File: config.mk
export PLATFORM = sky130hd
export DESIGN_NAME = vc_capability_registers
export DESIGN_NICKNAME = d
export VERILOG_FILES = /design/src/core/vc_cap_pkg.sv /design/src/core/entry_size_decode.sv /design/src/core/vc_capability_registers.sv
export VERILOG_INCLUDE_DIRS = /design/src /design/src/core
export SDC_FILE = /design/constraint.sdc
export NUM_CORES = 1
export LEC_CHECK = 0
export ABC_AREA = 1
export BUFFER_PORTS_ARGS = -buffer_cell sky130_fd_sc_hd__buf_4
export CORE_MARGIN = 2
export CORE_UTILIZATION = 45
export DETAILED_ROUTE_END_ITERATION = 8
export GPL_TIMING_DRIVEN = 0
export PLACE_DENSITY = 0.7
export SETUP_SLACK_MARGIN = 0.5
export SYNTH_ARGS = -nofsm -noshare
export SYNTH_HDL_FRONTEND = slang
export SYNTH_SLANG_ARGS = --single-unit
File: constraint.sdc
create_clock -name clk_i -period 2 [get_ports clk_i]
set_input_delay 0.1 -clock clk_i [delete_from_list [all_inputs] [get_ports clk_i]]
set_output_delay 0.1 -clock clk_i [all_outputs]
set_load 0.005 [all_outputs]
File: src/core/vc_cap_params.svh
`ifndef VC_CAP_PARAMS_SVH
`define VC_CAP_PARAMS_SVH

// ----------------------------------------
// Byte offsets in configuration space
// ----------------------------------------
`define OFS_SERIAL_HIGH          12'h0188
`define OFS_VC_HEADER            12'h0200
`define OFS_CHAN_CAP_ONE         12'h0204
`define OFS_CHAN_CAP_TWO         12'h0208
`define OFS_LOCK_CTRL            12'h03F0

// ----------------------------------------
// Reset and fixed field values
// ----------------------------------------
`define SERIAL_HIGH_RESET        32'h0000_0000
`define CAP_ID_VALUE             16'h0002
`define CAP_VERSION_VALUE        4'h1
`define NEXT_PTR_RESET           12'h000
`define EXTRA_CH_COUNT           3'h0
`define LOW_PRI_CH_COUNT         3'h0
`define ARB_TIME_REF             2'h0
`define ENTRY_SIZE_UPSTREAM      2'h2
`define ENTRY_SIZE_DOWNSTREAM    2'h0
`define CH_ARB_SUPPORT           8'h00
`define CH_ARB_TABLE_OFS         8'h00
`define READ_ZERO                32'h0000_0000

// ----------------------------------------
// Arbitration table entry size codes and entry widths in bits
// ----------------------------------------
`define ENTRY_SIZE_BIT1          2'h0
`define ENTRY_SIZE_BIT2          2'h1
`define ENTRY_SIZE_BIT4          2'h2
`define ENTRY_SIZE_BIT8          2'h3
`define ENTRY_BITS_1             4'h1
`define ENTRY_BITS_2             4'h2
`define ENTRY_BITS_4             4'h4
`define ENTRY_BITS_8             4'h8

// ----------------------------------------
// Field positions
// ----------------------------------------
`define CAPABILITY_IDENTIFIER_MSB                15
`define CAPABILITY_IDENTIFIER_LSB                0
`define CAPABILITY_VERSION_MSB               19
`define CAPABILITY_VERSION_LSB               16
`define NEXT_PTR_MSB             31
`define NEXT_PTR_LSB             20
`define EXTRA_CNT_MSB            2
`define EXTRA_CNT_LSB            0
`define CAP1_RSVD_A              3
`define LOWPRI_CNT_MSB           6
`define LOWPRI_CNT_LSB           4
`define CAP1_RSVD_B              7
`define TIME_REF_MSB             9
`define TIME_REF_LSB             8
`define ENTRY_SIZE_MSB           11
`define ENTRY_SIZE_LSB           10
`define CAP1_RSVD_MSB            31
`define CAP1_RSVD_LSB            12
`define ARB_SUP_MSB              7
`define ARB_SUP_LSB              0
`define ARB_SUP_RSVD_LSB         4
`define CAP2_RSVD_MSB            23
`define CAP2_RSVD_LSB            8
`define TABLE_OFS_MSB            31
`define TABLE_OFS_LSB            24
`define LOCK_BIT                 0
`define ROLE_BIT                 1

`endif

File: src/core/vc_cap_pkg.sv
package vc_cap_pkg;

  typedef enum logic {
    PHASE_IDLE,
    PHASE_ANSWER
  } bus_phase_t;

  typedef struct packed {
    bus_phase_t  phase;
    logic        unmapped;
    logic [31:0] rdata;
    logic [31:0] serial_high;
    logic [11:0] next_ptr;
    logic        locked;
    logic        upstream;
  } cap_state_t;

endpackage : vc_cap_pkg

File: src/core/entry_size_decode.sv
`timescale 1ns/1ns
`include "vc_cap_params.svh"

module entry_size_decode (
  // Encoded size
  input  wire logic [1:0] size_i,
  // Entry width in bits
  output logic      [3:0] bits_o
);

  always_comb begin
    case (size_i)
      `ENTRY_SIZE_BIT1: bits_o = `ENTRY_BITS_1;
      `ENTRY_SIZE_BIT2: bits_o = `ENTRY_BITS_2;
      `ENTRY_SIZE_BIT4: bits_o = `ENTRY_BITS_4;
      `ENTRY_SIZE_BIT8: bits_o = `ENTRY_BITS_8;
      default:          bits_o = `ENTRY_BITS_1;
    endcase
  end

endmodule : entry_size_decode

File: src/core/vc_capability_registers.sv
// Register access over Wishbone was decided locally.
`timescale 1ns/1ns
`include "vc_cap_params.svh"

// How it works
// - Upper identifier word writable only while unlocked
// - Header identifier field reads 0x2
// - Header version field reads 0x1
// - Next pointer lock-writable, resets to zero
// - Extra channel count reads zero
// - Low priority channel count reads zero
// - Arbitration time reference reads zero
// - Entry size 0x2 upstream, 0x0 downstream
// - Entry size codes mean 1,2,4,8 bits
// - Channel arbitration support reads zero
// - Support bits: fixed, three round robins, reserved
// - Arbitration table offset reads zero
module vc_capability_registers (
  // Clock and reset
  input  wire logic        clk_i,
  input  wire logic        rst_i,
  input  wire logic        hot_reset_i,
  // Port role strap
  input  wire logic        upstream_port_i,
  // Wishbone slave
  input  wire logic        cyc_i,
  input  wire logic        stb_i,
  input  wire logic        we_i,
  input  wire logic [11:0] adr_i,
  input  wire logic [3:0]  sel_i,
  input  wire logic [31:0] dat_i,
  output logic      [31:0] dat_o,
  output logic             ack_o,
  output logic             err_o,
  // Status
  output logic      [31:0] unique_identifier_half_o,
  output logic      [11:0] next_capability_pointer_o,
  output logic             config_locked_o,
  output logic      [3:0]  arb_entry_bits_o
);

  // ----------------------------------------
  // Helpers
  // ----------------------------------------
  function automatic logic word_hit(input logic [11:0] adr, input logic [11:0] ofs);
    word_hit = (adr[11:2] == ofs[11:2]);
  endfunction : word_hit

  function automatic logic [31:0] byte_merge(input logic [31:0] old_word,
                                             input logic [31:0] new_word,
                                             input logic [3:0]  sel);
    logic [31:0] res;
    res = old_word;
    for (int i = 0; i < 4; i++) begin
      if (sel[i]) begin
        res[i*8 +: 8] = new_word[i*8 +: 8];
      end
    end
    byte_merge = res;
  endfunction : byte_merge

  // ----------------------------------------
  // State
  // ----------------------------------------
  vc_cap_pkg::cap_state_t st;
  vc_cap_pkg::cap_state_t next_st;

  logic        req;
  logic        hit_serial;
  logic        hit_header;
  logic        hit_cap_one;
  logic        hit_cap_two;
  logic        hit_lock;
  logic        mapped;
  logic [1:0]  entry_size;
  logic [31:0] read_word;
  logic [31:0] merged;

  assign req         = cyc_i & stb_i;
  assign hit_serial  = req & word_hit(adr_i, `OFS_SERIAL_HIGH);
  assign hit_header  = req & word_hit(adr_i, `OFS_VC_HEADER);
  assign hit_cap_one = req & word_hit(adr_i, `OFS_CHAN_CAP_ONE);
  assign hit_cap_two = req & word_hit(adr_i, `OFS_CHAN_CAP_TWO);
  assign hit_lock    = req & word_hit(adr_i, `OFS_LOCK_CTRL);
  assign mapped      = hit_serial | hit_header | hit_cap_one | hit_cap_two | hit_lock;

  // Role is a strap, so the table size follows it without software
  assign entry_size = st.upstream ? `ENTRY_SIZE_UPSTREAM : `ENTRY_SIZE_DOWNSTREAM;

  entry_size_decode u_entry_size_decode (
    .size_i (entry_size),
    .bits_o (arb_entry_bits_o)
  );

  // ----------------------------------------
  // Read mux
  // ----------------------------------------
  always_comb begin
    read_word = `READ_ZERO;
    if (hit_serial) begin
      read_word = st.serial_high;
    end else if (hit_header) begin
      read_word = {st.next_ptr, `CAP_VERSION_VALUE, `CAP_ID_VALUE};
    end else if (hit_cap_one) begin
      read_word = {20'h0_0000, entry_size, `ARB_TIME_REF, 1'b0, `LOW_PRI_CH_COUNT,
                   1'b0, `EXTRA_CH_COUNT};
    end else if (hit_cap_two) begin
      // Only one channel, so no arbitration scheme is offered
      read_word = {`CH_ARB_TABLE_OFS, 16'h0000, `CH_ARB_SUPPORT};
    end else if (hit_lock) begin
      read_word = {30'h0000_0000, st.upstream, st.locked};
    end
  end

  // ----------------------------------------
  // Next state
  // ----------------------------------------
  assign merged = byte_merge({st.next_ptr, 20'h0_0000}, dat_i, sel_i);

  always_comb begin
    next_st = st;
    case (st.phase)
      vc_cap_pkg::PHASE_IDLE: begin
        if (req) begin
          next_st.phase    = vc_cap_pkg::PHASE_ANSWER;
          next_st.unmapped = ~mapped;
          next_st.rdata    = read_word;
        end
      end
      vc_cap_pkg::PHASE_ANSWER: begin
        next_st.phase    = vc_cap_pkg::PHASE_IDLE;
        next_st.unmapped = 1'b0;
        // Writes land on the edge that the master sees ack
        if (req && we_i && !st.unmapped) begin
          if (hit_serial && !st.locked) begin
            next_st.serial_high = byte_merge(st.serial_high, dat_i, sel_i);
          end
          if (hit_header && !st.locked) begin
            next_st.next_ptr = merged[`NEXT_PTR_MSB:`NEXT_PTR_LSB];
          end
          if (hit_lock && sel_i[0] && dat_i[`LOCK_BIT]) begin
            next_st.locked = 1'b1;
          end
        end
      end
      default: begin
        next_st.phase = vc_cap_pkg::PHASE_IDLE;
      end
    endcase
    // Hot reset spares the sticky identifier word
    if (hot_reset_i) begin
      next_st.locked   = 1'b0;
      next_st.next_ptr = `NEXT_PTR_RESET;
    end
    if (rst_i) begin
      next_st.phase       = vc_cap_pkg::PHASE_IDLE;
      next_st.unmapped    = 1'b0;
      next_st.rdata       = `READ_ZERO;
      next_st.serial_high = `SERIAL_HIGH_RESET;
      next_st.next_ptr    = `NEXT_PTR_RESET;
      next_st.locked      = 1'b0;
      next_st.upstream    = upstream_port_i;
    end
  end

  always_ff @(posedge clk_i) begin
    st <= next_st;
  end

  // ----------------------------------------
  // Outputs
  // ----------------------------------------
  assign dat_o                     = st.rdata;
  assign ack_o                     = (st.phase == vc_cap_pkg::PHASE_ANSWER) & ~st.unmapped;
  assign err_o                     = (st.phase == vc_cap_pkg::PHASE_ANSWER) & st.unmapped;
  assign unique_identifier_half_o  = st.serial_high;
  assign next_capability_pointer_o = st.next_ptr;
  assign config_locked_o           = st.locked;

  logic rd_ans;
  assign rd_ans = ack_o & ~we_i;
endmodule : vc_capability_registers

# Yosys cells after proc, flatten, opt, wreduce, memory -nomap -nowiden
# Cells that the tools add are included.
[word_totals]
ff_bits = 80
in_bits = 55
output_inout_bits = 83
elab_cells = 62
[op_classes]
n_eq_ne = 9
mux = 9
bitwise_logic = 15
n_reduce_logical = 18
[op_table]
columns = ["cell", "n"]
rows = [
  ["2-to-1 mux 32 bit", 2],
  ["== test 10 x 8 -> 1 bit, second input constant", 4],
  ["2-to-1 mux 34 bit", 1],
  ["AND reduction 4 bit", 6],
  ["case mux 4 bit (4 select lines)", 1],
  ["2-to-1 mux 12 bit", 1],
  ["== test 10 x 7 -> 1 bit, second input constant", 1],
  ["bitwise AND 1 bit", 8],
  ["logical AND 1 bit", 6],
  ["2-to-1 mux 2 bit", 3],
  ["== test 2 bit, second input constant", 2],
  ["OR 1 bit", 4],
  ["case mux 2 bit (2 select lines)", 1],
  ["NOT 1 bit", 3],
  ["AND reduction 3 bit", 1],
  ["== test 2 x 1 -> 1 bit, second input constant", 1],
  ["zero test 1 bit", 2],
  ["zero test 2 bit", 1],
  ["inequality test 2 bit, second input constant", 1],
  ["AND reduction 2 bit", 1],
  ["OR reduction 2 bit", 1],
]

# Depth between registers and ports, before layout
# Gate-level depths: netlist of the first run.
[logic_depth]
ltp_word = 9
mapped_depth = 10
depth_no_buf = 9

# Modules after synthesis
# A second synthesis of the first run with hierarchy kept.
[hier_totals]
hier_cells = 639
area_unflattened_um2 = 4275.4
[by_module_without_submodules]
columns = ["module", "instances", "cells_per_inst", "area_each_um2", "seq_area_each_um2"]
rows = [
  ["vc_capability_registers", 1, 632, 4249.1, 1611.5],
  ["entry_size_decode", 1, 7, 26.3, 0.0],
]

# Worst setup path before layout of the first run
# No wires, ideal clock.
[synth_path]
path_type = "register to register"
from = "register st[79] in the netlist's numbering"
to = "register st (netlist bit unique_identifier_half_o[0])"
setup_time_ns = 0.113
t_arrival_ns = 1.195
t_required_ns = 1.887
slack_ns = 0.692
path_stages_with_launch = 9
n_path_buf = 1
synth_period_minus_slack_ns = 1.308
path_cell_list = "dfxtp_1 > inv_2 > nor2_4 > nand3_2 > nor2_8 > nand2_4 > buf_6 > nor2_1 > nor2_1"
[synth_between]
elab_chain_cells = 1
[synth_lines]
columns = ["item", "line_no", "rtl"]
rows = [
  ["start: declaration", "vc_capability_registers.sv:65", "vc_cap_pkg::cap_state_t st;"],
  ["start signal: assignment", "vc_capability_registers.sv:167", "st <= next_st;"],
  ["AND reduction 4 bit (no source line)", "-", ""],
]
# No other way between the ends.
# A chain may end at the register's enable or synchronous reset.

# Final worst setup path of the first run
[layout_path]
from = "register st[79] in the netlist's numbering"
to = "register st (netlist bit unique_identifier_half_o[31])"
# Same word-level chain as after synthesis.

==> results.yml, run 1 <==
sta:
  clock.fmax_mhz: 702
  clock_skew_ps: 15.5
  finalSetupTns_ps: 0
  finalHoldViolCount: 0
  fin_crit_ps: 1430
  setup_violations: 0
  fin_crit_sh_pct: 71.3
  rsz0062_at_grt: "true"
  tightest_slew_ps: 571
  max_slew_margin_pct: 62.0
  slew_violations: 0
place:
  place_area_sq_mm: 0.00544
  gp_congestion: 0.893
  hpwl_microns: 8390
  place_inst: 899
  portBuffers: 133
global_route:
  grt_max_degree: 14
  grt_util_all_layers_pct: 22.9
  grt_overflow: 0
  grt_pass1_wl_microns: 18400
  grt_antenna_before_repair: 0
  grt_pass1_vias: 4030
critical_path:
  crit_path_start_kind: "register"
  path_max_fanout: 10
  cp.required_ps: 2240
  worst_path_dominant_cell_family: "simple AND/OR/NAND/NOR gates"
  slowest_delay_ps: 380
  critPathKind: "reg2reg"
  r2r_cells: 8
  crit_arrival_ps: 1670
  slowest_stage: "dfxtp_4"
  cp-end-kind: "register"
  r2r-end: "unique_identifier_half_o[31]"
  reg2reg_slack_ps: 570
  crit_top_cell: "nor2_1"
  r2r-start: "st[79]"
  worst-path-buf-inv: 2
  crit_chain: "inv_2, nor2_4, nand3_4, nor2_8, nand2_4, buf_6, nor2_1, nor2_1"
detailed_routing:
  dr.pass1.iters: 4
  routedWlPerCell_microns: 12.3
  drtIter0Drc: 153
  routed_via_density: 4.38
  vias: 4171
  ant_nets: 0
  drt-total-wl_microns: 11700
  drc: 0
floorplan:
  die_y_microns: 101
  coreArea_sq_mm: 0.00924
  start_util_pct: 46.3
  die-area_sq_mm: 0.0103
  io_pins: 138
  die_x_microns: 101
  row_count: 35
hold_path:
  whs_endpoint: "next_capability_pointer_o[3]"
  worstHoldPathCells: 4
  hold_path.class: "in2reg"
  hp-start: "hot_reset_i"
synthesis:
  ys_seq_area_share_pct: 37.7
  syn_inst: 636
  netlist_area_sq_mm: 0.00428
  ys_types: 29
  ys_ff_latch: 80
  ys_warn_count: 0
  syn_avg_cell_area_sq_um: 6.72
cells_and_area:
  syn2layout_area_growth_pct: 42.1
  fin_nets: 873
  instances_no_fill: 952
  drive_above_1_share_pct: 33.4
  diodes: 0
  final_cell_area_sq_mm: 0.00607
power_and_ir_drop:
  power.leakage_nw: 3.33
  power_density_mw_per_mm2: 563
  power_mw: 3.42
  ir_drop_v: 0.000387
clock_network:
  cts_buffers: 9
  cts_htree_levels: 3
  clk_latency_ps: 350
  path_clk_slew_ps: 90
  clock_sinks: 80
  cts_root_buffer: "clkbuf_8"
  cts_max_path_buffers: 2
  cts_tree: "yes"
status:
  status: "complete, no violations"
job:
  drv_cap: 0
-- final cells by class --
cell class	instances	area, sq um
buffer	102	757
clock buffer	12	165
clock inverter	4	73.8
fill	801	3170
inverter	86	323
multi-input combinational	369	1620
sequential	80	1620
tap	129	161
timing repair buffer	170	1360
-- metrics by stage --
stage               util (%)  hold WS, ps  worst slack (ps)
finish                  65.7         90.2               575
global route            65.7         79.6               483
CTS                     65.2         69.8               489
detailed placement      58.9          284               445
global placement        58.9          280               464
floorplan                  -          199               692
-- synth_stat cells --
cell        n  area, sq um
buf_4      80          601
buf_6       7         78.8
nor2_2      4         25.0
conb_1      1         3.75
nand3_4     1         17.5
dfxtp_1    79         1580
edfxtp_1    1         30.0
clkbuf_2    1         5.00
nand3_1    26          130
clkinv_1    1         3.75
o211ai_1    1         7.51
o21ai_0    31          155
buf_2       5         25.0
and2_1      1         6.26
inv_2       3         11.3
buf_1       1         3.75
nor3_1      2         10.0
inv_1      82          308
a21boi_0    1         7.51
a21oi_1    19         95.1
nor2_4      1         11.3
nand2_2     9         56.3
nand2_4     4         45.0
nand2_1   119          447
nand3_2     1         10.0
and3_1      1         6.26
clkbuf_1    8         30.0
nor2_1    145          544
nor2_8      1         20.0
-- power breakdown --
group          internal [mW]  switching (mW)  leakage [nW]  total (mW)
logic                  0.205           0.167          2.56       0.372
clock network          0.807           0.612         0.119        1.42
registers               1.62          0.0140         0.649        1.63
-- flip-flops by register name, indices dropped and copies added, names as in the netlist --
| name | flops |
|---|---|
| config_locked_o | 1 |
| dat_o | 32 |
| next_capability_pointer_o | 12 |
| st | 3 |
| unique_identifier_half_o | 32 |
-- placed cells by master, fill, tap and decap left out, drive strengths merged --
cell,Yosys,final
buf,93,229
nor2,151,151
nand2,132,132
inv,85,87
dfxtp,79,79
dlygate4sd3,0,34
o21ai,31,31
nand3,28,28
clkbuf,9,21
a21oi,19,19
nor3,2,2
conb,1,2
bufinv,0,2
and2,1,1
o211ai,1,1
and3,1,1
a21boi,1,1
clkinvlp,0,1
edfxtp,1,1
-- worst max-delay path by stage --
stage,from,endpoint,slack (ps),depth (start not counted)
after global routing,st[79],unique_identifier_half_o[31],480,8
after floorplan,st[79],unique_identifier_half_o[0],690,8
final,st[79],unique_identifier_half_o[31],570,8
after detailed placement,cyc_i,dat_o[23],440,8
after CTS,st[79],dat_o[10],490,5
after global placement,rst_i,next_capability_pointer_o[1],460,6
-- timing repair --
| action | 4_1_cts | 5_1_grt |
|---|---|---|
| buffers inserted | 0 | 3 |
| hold buffers | 34 | 0 |
| endpoints found under the hold margin | 42 | 0 |
| gates resized for setup | 3 | 12 |
| endpoints found under the setup margin | 9 | 66 |
| pin swaps | 1 | 3 |
| gates cloned | 0 | 0 |
-- per-layer routing --
| metal | vias to the layer above | share of wire, % | GRT usage, % |
|---|---|---|---|
| met5 | - | 0 | 0 |
| met1 | 1848 | 43 | 28.2 |
| met3 | 13 | 5.0 | 3.66 |
| met2 | 122 | 50 | 40.7 |
| li1 | 2188 | - | - |
| met4 | 0 | 1.3 | 7.90 |
-- worst register-to-register path: stages (launching register included) --
cell and delay [ps]:
dfxtp_4 380, inv_2 50, nor2_4 120, nand3_4 120, nor2_8 220, nand2_4 120
buf_6 160, nor2_1 100, nor2_1 50
-- cells by family (layout without fill, tap and decap cells) --
family / Yosys count / count (layout) / share of synthesized area (%)
AND/OR/NAND/NOR: 315 / 315 / 31.1
buffers and inverters: 188 / 374 / 24.9
AO/OA/AOI/OAI: 52 / 52 / 6.20
flip-flops: 80 / 80 / 37.7
other: 1 / 2 / 0.0877
Note: power is estimated with default switching activity, not from simulation.
==> inputs of run 2 (changes only) <==
--- a/config.mk
+++ b/config.mk
@@ -6,13 +6,13 @@
 export SDC_FILE = /design/constraint.sdc
 export NUM_CORES = 1
 export LEC_CHECK = 0
-export ABC_AREA = 1
+export ABC_AREA = 0
 export BUFFER_PORTS_ARGS = -buffer_cell sky130_fd_sc_hd__buf_4
 export CORE_MARGIN = 2
 export CORE_UTILIZATION = 45
 export DETAILED_ROUTE_END_ITERATION = 8
 export GPL_TIMING_DRIVEN = 0
-export PLACE_DENSITY = 0.7
+export PLACE_DENSITY = 0.74
 export SETUP_SLACK_MARGIN = 0.5
 export SYNTH_ARGS = -nofsm -noshare
 export SYNTH_HDL_FRONTEND = slang
==> constraint.sdc (replaced) <==
create_clock -name clk_i -period 1.2 [get_ports clk_i]
set_input_delay 0.06 -clock clk_i [delete_from_list [all_inputs] [get_ports clk_i]]
set_output_delay 0.06 -clock clk_i [all_outputs]
set_load 0.005 [all_outputs]
==> run 2 against run 1 <==
Effect of this change: the run now ends with negative hold slack, negative setup slack left; sequential share of layout area shrank 5.3 points; register-to-register slack lost 1300 ps; sequential cell count is the same; clock power grew 92%; utilization grew 29 points; largest cell class unchanged; clock skew is essentially flat; combinational power grew to 2.7 times the previous value; synthesized cell count shrank 25%; count of clock-buffer cells in the layout shrank 2; sequential power grew 67%.
==> results.yml, run 2 <==
sta:
  fin_crit_sh_pct: 157
  finalHoldViolCount: 1
  slew_violations: 0
  clock_skew_ps: 15.7
  worst_slack_ps: -687
  setup_violations: 79
  fin_crit_ps: 1890
  timing.hold.ws_ps: -30.0
  tightest_slew_ps: 877
  rsz0062_at_grt: "true"
  clock.fmax_mhz: 530
  finalSetupTns_ps: -29590
  max_slew_margin_pct: 41.5
power_and_ir_drop:
  power_density_mw_per_mm2: 793
  power.leakage_nw: 3.32
  ir_drop_v: 0.000662
detailed_routing:
  drtIter0Drc: 876
  ant_nets: 0
  dr.pass1.iters: 7
  drc: 0
  routed_via_density: 6.88
  routedWlPerCell_microns: 29.8
  vias: 5901
  dr_wl_met2_microns: 11500
  wl_met1_microns: 8130
  wl_met3_microns: 3240
  drt-total-wl_microns: 25600
  routed.top_layer: "met4"
synthesis:
  synth_ff_type: "dfxtp_1"
  synth_common_cells: "buf_4 (80), dfxtp_1 (79), a21oi_1 (61)"
  ys_seq_area_share_pct: 40.9
  syn_inst: 476
  synth_area_leader_cell: "dfxtp_1"
  synthArstFlopShare_pct: 0
  netlist_area_sq_mm: 0.00394
  ys_types: 41
  synth_area_leaders: "dfxtp_1 (40%), buf_4 (15%), a21oi_1 (7.7%), nand4_1 (7.0%), o21ai_0 (4.4%)"
  synth_edf_count: 1
  syn_avg_cell_area_sq_um: 8.28
  synth.top_cell.area_share_pct: 40.1
  ys_ff_latch: 80
  ys_warn_count: 0
  yosysMostFrequentCell: "buf_4"
hold_path:
  hp-start: "dat_i[5]"
  hold_path.class: "in2reg"
  whs_endpoint: "unique_identifier_half_o[5]"
  worstHoldPathCells: 3
global_route:
  grt_util_all_layers_pct: 39.2
  grt_overflow: 0
  grt_pass1_vias: 5370
  grt_max_degree: 15
  grt_antenna_before_repair: 0
  grt_pass1_wl_microns: 29400
status:
  violations: "negative hold slack, negative setup slack"
  status: "finished with violations"
place:
  gp_congestion: 0.845
  place_area_sq_mm: 0.00535
  hpwl_microns: 9060
  portBuffers: 130
floorplan:
  row_count: 34
  coreArea_sq_mm: 0.00859
  die_x_microns: 97.6
  die-area_sq_mm: 0.00952
  die_y_microns: 97.6
  io_pins: 138
  start_util_pct: 45.9
cells_and_area:
  final_cell_mix: "buf_6 (175), buf_4 (126), dfxtp_2 (71)"
  seqCellArea_sq_mm: 0.00173
  syn2layout_area_growth_pct: 107
  final_common_cell: "buf_6"
  fillers: 209
  drive_above_1_share_pct: 72.3
  fin_nets: 800
  multi_input_area_sq_mm: 0.00220
  final_cell_area_sq_mm: 0.00814
  diodes: 0
critical_path:
  cp-end-kind: "register"
  critPathKind: "reg2reg"
  reg2reg_slack_ps: -690
  path_max_fanout: 7
  r2r-end: "unique_identifier_half_o[7]"
  crit_arrival_ps: 2150
  crit_path_start_kind: "register"
  r2r-start: "config_locked_o"
  crit_start: "config_locked_o"
  cp.required_ps: 1470
  r2r_cells: 7
clock_network:
  clock_sinks: 80
  cts_tree: "yes"
  cts_htree_levels: 3
  cts_buffers: 9
  cts_max_path_buffers: 2
  clk_latency_ps: 380
  cts_root_buffer: "clkbuf_8"
  path_clk_slew_ps: 100
job:
  drv_cap: 0
==> run 2: through the flow <==
step,hold slack (ps),setup WS [ps],total power [mW],utilization [%],instances
floorplan,159,-323,3.05,-,477
global placement,241,-697,3.32,62.2,715
detailed placement,244,-764,3.34,62.2,715
CTS,0.422,-363,6.01,87.4,835
global route,-21.7,-695,6.49,94.8,858
finish,-30.0,-687,6.46,94.8,858
==> run 2: area by class of cell <==
class	count	area share, %
timing repair buffer	257	30.6
multi-input combinational	274	27.0
sequential	80	21.3
buffer	122	16.3
clock buffer	10	1.69
tap	108	1.66
clock inverter	6	1.43
inverter	1	0.0461
==> run 2: how the worst max path moves through the flow <==
stage / to / slack, ps
final: unique_identifier_half_o[7] / -690
after global routing: unique_identifier_half_o[24] / -690
after CTS: unique_identifier_half_o[18] / -360
after detailed placement: next_capability_pointer_o[5] / -760
after global placement: next_capability_pointer_o[6] / -700
after floorplan: next_capability_pointer_o[10] / -320
==> run 2: per-layer routing <==
layer	up-vias	global-route usage, %
met5	-	0
li1	2185	-
met2	733	65.5
met1	2699	46.2
met4	0	21.7
met3	284	9.50
==> run 2: worst max-delay path, stage by stage, from the launching register on <==
cell	delay (ps)
dfxtp_4	390
nor4bb_4	270
buf_4	180
and2_4	160
clkbuf_16	180
clkbuf_16	150
nand4_1	150
a21oi_1	310
==> run 2: kinds of logic (layout without fill, tap and decap cells) <==
logic type | Yosys count | after routing | synth area share, %
compound gates | 125 | 125 | 18.2
xor+xnor | 1 | 1 | 0.222
buf+inv | 123 | 396 | 19.9
flops | 80 | 80 | 40.9
other cells | 1 | 2 | 0.0951
simple gates | 146 | 146 | 20.7
==> run 2: repair_timing <==
| action | CTS | global route |
|---|---|---|
| gates cloned | 4 | 4 |
| hold buffers | 32 | 0 |
| pin swaps | 29 | 21 |
| endpoints found under the hold margin | 41 | 0 |
| setup buffers | 68 | 19 |
| gates resized for setup | 320 | 107 |
| endpoints found under the setup margin | 160 | 160 |
==> run 2: power by group <==
part	internal (mW)	leakage, nW	switching (mW)
clock network	1.45	0.127	1.26
logic	0.519	2.50	0.496
registers	2.68	0.690	0.0414
total	4.66	3.32	1.80
==> inputs of run 3 (changes only) <==
--- a/config.mk
+++ b/config.mk
@@ -8,12 +8,15 @@
 export LEC_CHECK = 0
 export ABC_AREA = 0
 export BUFFER_PORTS_ARGS = -buffer_cell sky130_fd_sc_hd__buf_4
+export CELL_PAD_IN_SITES_DETAIL_PLACEMENT = 1
+export CELL_PAD_IN_SITES_GLOBAL_PLACEMENT = 1
 export CORE_MARGIN = 2
-export CORE_UTILIZATION = 45
+export CORE_UTILIZATION = 32
 export DETAILED_ROUTE_END_ITERATION = 8
 export GPL_TIMING_DRIVEN = 0
-export PLACE_DENSITY = 0.74
+export PLACE_DENSITY = 0.73
 export SETUP_SLACK_MARGIN = 0.5
 export SYNTH_ARGS = -nofsm -noshare
 export SYNTH_HDL_FRONTEND = slang
+export SYNTH_HIERARCHICAL = 1
 export SYNTH_SLANG_ARGS = --single-unit
==> run 3 against run 2 <==
Effect of this change: the run ends with negative setup slack left; count of clock-buffer cells in the layout increased by 2; routed wire length up 1.0%; via count decreased by 12%; clock power about the same; hold slack improved by 33 ps; critical path depth is 1 lower; non-clock buffer count is 4 lower; sequential share of layout area is 0.098 points lower.
==> results.yml, run 3 <==
status:
  status: "finished with violations"
  violations: "negative setup slack"
floorplan:
  io_pins: 138
  die_x_microns: 115
  row_count: 40
  coreArea_sq_mm: 0.0120
  die-area_sq_mm: 0.0132
  die_y_microns: 115
  start_util_pct: 32.8
sta:
  worst_slack_ps: -769
  timing.hold.ws_ps: 2.55
  tightest_slew_ps: 780
  fin_crit_sh_pct: 164
  rsz0062_at_grt: "true"
  setup_violations: 79
  fin_crit_ps: 1970
  clock_skew_ps: 6.96
  slew_violations: 0
  clock.fmax_mhz: 508
  finalHoldViolCount: 0
  finalSetupTns_ps: -35520
  max_slew_margin_pct: 47.7
hold_path:
  whs_endpoint: "unique_identifier_half_o[13]"
  hold_path.class: "in2reg"
  worstHoldPathCells: 3
  hp-start: "dat_i[13]"
cells_and_area:
  final_common_cell: "buf_6"
  fin_nets: 801
  fillers: 1249
  final_cell_area_sq_mm: 0.00833
  syn2layout_area_growth_pct: 111
  instances_no_fill: 897
  final_cell_mix: "buf_6 (176), buf_4 (132), dfxtp_2 (58)"
  diodes: 0
  fin_util_pct: 69.4
  drive_above_1_share_pct: 73.9
  multi_input_area_sq_mm: 0.00231
  seqCellArea_sq_mm: 0.00176
synthesis:
  synth_edf_count: 1
  synth_ff_type: "dfxtp_1"
  syn_avg_cell_area_sq_um: 8.28
  synth.top_cell.area_share_pct: 40.1
  ys_seq_area_share_pct: 40.9
  synthArstFlopShare_pct: 0
  ys_ff_latch: 80
  synth_area_leaders: "dfxtp_1 (40%), buf_4 (15%), a21oi_1 (7.7%), nand4_1 (7.0%), o21ai_0 (4.4%)"
  synth_area_leader_cell: "dfxtp_1"
  yosysMostFrequentCell: "dfxtp_1"
  syn_inst: 476
  ys_types: 42
  netlist_area_sq_mm: 0.00394
  synth_common_cells: "dfxtp_1 (79), buf_4 (77), a21oi_1 (61)"
  ys_warn_count: 6
detailed_routing:
  routed_via_density: 5.79
  vias: 5191
  ant_nets: 0
  routedWlPerCell_microns: 28.8
  drtIter0Drc: 477
  drt-total-wl_microns: 25800
  drc: 0
  dr.pass1.iters: 5
global_route:
  grt_max_degree: 13
  grt_pass1_wl_microns: 32200
  grt_pass1_vias: 5421
  grt_overflow: 0
  grt_antenna_before_repair: 0
  grt_util_all_layers_pct: 32.6
place:
  place_area_sq_mm: 0.00540
  dp_slack_ps: -817
  portBuffers: 130
  hpwl_microns: 10800
  gp_congestion: 0.853
  place_inst: 756
power_and_ir_drop:
  power.leakage_nw: 3.40
  ir_drop_v: 0.00107
  power_density_mw_per_mm2: 774
  power_mw: 6.45
critical_path:
  r2r-start: "config_locked_o"
  crit_top_cell: "buf_4"
  crit_start: "config_locked_o"
  crit_chain: "nor4bb_4, buf_4, buf_4, nand3_2, o21ai_1, a21oi_1"
  r2r-end: "unique_identifier_half_o[17]"
  slowest_delay_ps: 390
  slowest_stage: "nor4bb_4"
  crit_path_start_kind: "register"
  cp.required_ps: 1400
  path_max_fanout: 8
  reg2reg_slack_ps: -770
  critPathKind: "reg2reg"
  crit_arrival_ps: 2170
  cp-end-kind: "register"
  r2r_cells: 6
clock_network:
  cts_root_buffer: "clkbuf_16"
  cts_buffers: 9
  path_clk_slew_ps: 70
  clk_latency_ps: 360
  cts_max_path_buffers: 2
  cts_htree_levels: 3
  clock_sinks: 80
  cts_tree: "yes"
job:
  drv_cap: 0
## run 3: changes by cell type after synthesis, sizes merged
cell | before | now
and2b | 0 | 1
inv | 1 | 0
and2 | 2 | 3
nor2 | 19 | 20
nor2b | 1 | 2
buf | 94 | 91
## run 3: metal layers
metal  GRT usage (%)  share of wire, %  up-vias
met3            6.38               6.7      102
met5               0                 0        -
met1            38.2                39     2545
li1                -                 -     2185
met2            56.7                49      359
met4            16.3               5.5        0
## run 3: worst max path at each step
| stage | to | slack [ps] | depth (start not counted) |
|---|---|---|---|
| 6_report | unique_identifier_half_o[17] | -770 | 6 |
| 5_1_grt | unique_identifier_half_o[23] | -790 | 6 |
| 3_5_place_dp | next_capability_pointer_o[2] | -820 | 6 |
| 2_1_floorplan | next_capability_pointer_o[10] | -320 | 5 |
| 4_1_cts | unique_identifier_half_o[18] | -380 | 7 |
| 3_3_place_gp | unique_identifier_half_o[24] | -770 | 6 |
## run 3: critical path, delay by kind of cell, from the launching register on
kind            cells  cell delay [ps]
compound gates      2              490
buf+inv             2              330
flops               1              360
simple gates        2              630
## run 3: timing repair
action / CTS / global route
endpoints found under the setup margin: 160 / 160
hold buffers: 19 / 1
endpoints found under the hold margin: 20 / 1
gates resized for setup: 351 / 109
setup buffers: 75 / 24
cloned: 4 / 3
pin swaps: 18 / 25
## run 3: area by class of cell
class | instances | area share, %
repair buffers | 256 | 29.9
multi-input cells | 280 | 27.7
flip-flops and latches | 80 | 21.2
plain buffers | 119 | 15.8
clock buffers | 12 | 3.08
well taps | 147 | 2.21
clock inverters | 3 | 0.195
## run 3: kinds of logic (layout without fill, tap and decap cells)
family                 count (synthesis)  after routing  share of synthesized area [%]
AND/OR/NAND/NOR                      150            150                           21.3
AO/OA/AOI/OAI                        125            125                           18.2
buffers and inverters                119            390                           19.3
flip-flops                            80             80                           40.9
other                                  1              4                         0.0951
XOR/XNOR                               1              1                          0.222
## run 3: where the power goes
group	leakage (nW)	total [mW]	switching [mW]	internal, mW
registers	0.693	2.69	0.0386	2.66
logic	2.57	1.01	0.487	0.523
clock network	0.139	2.74	1.24	1.50
total	3.40	6.45	1.77	4.68
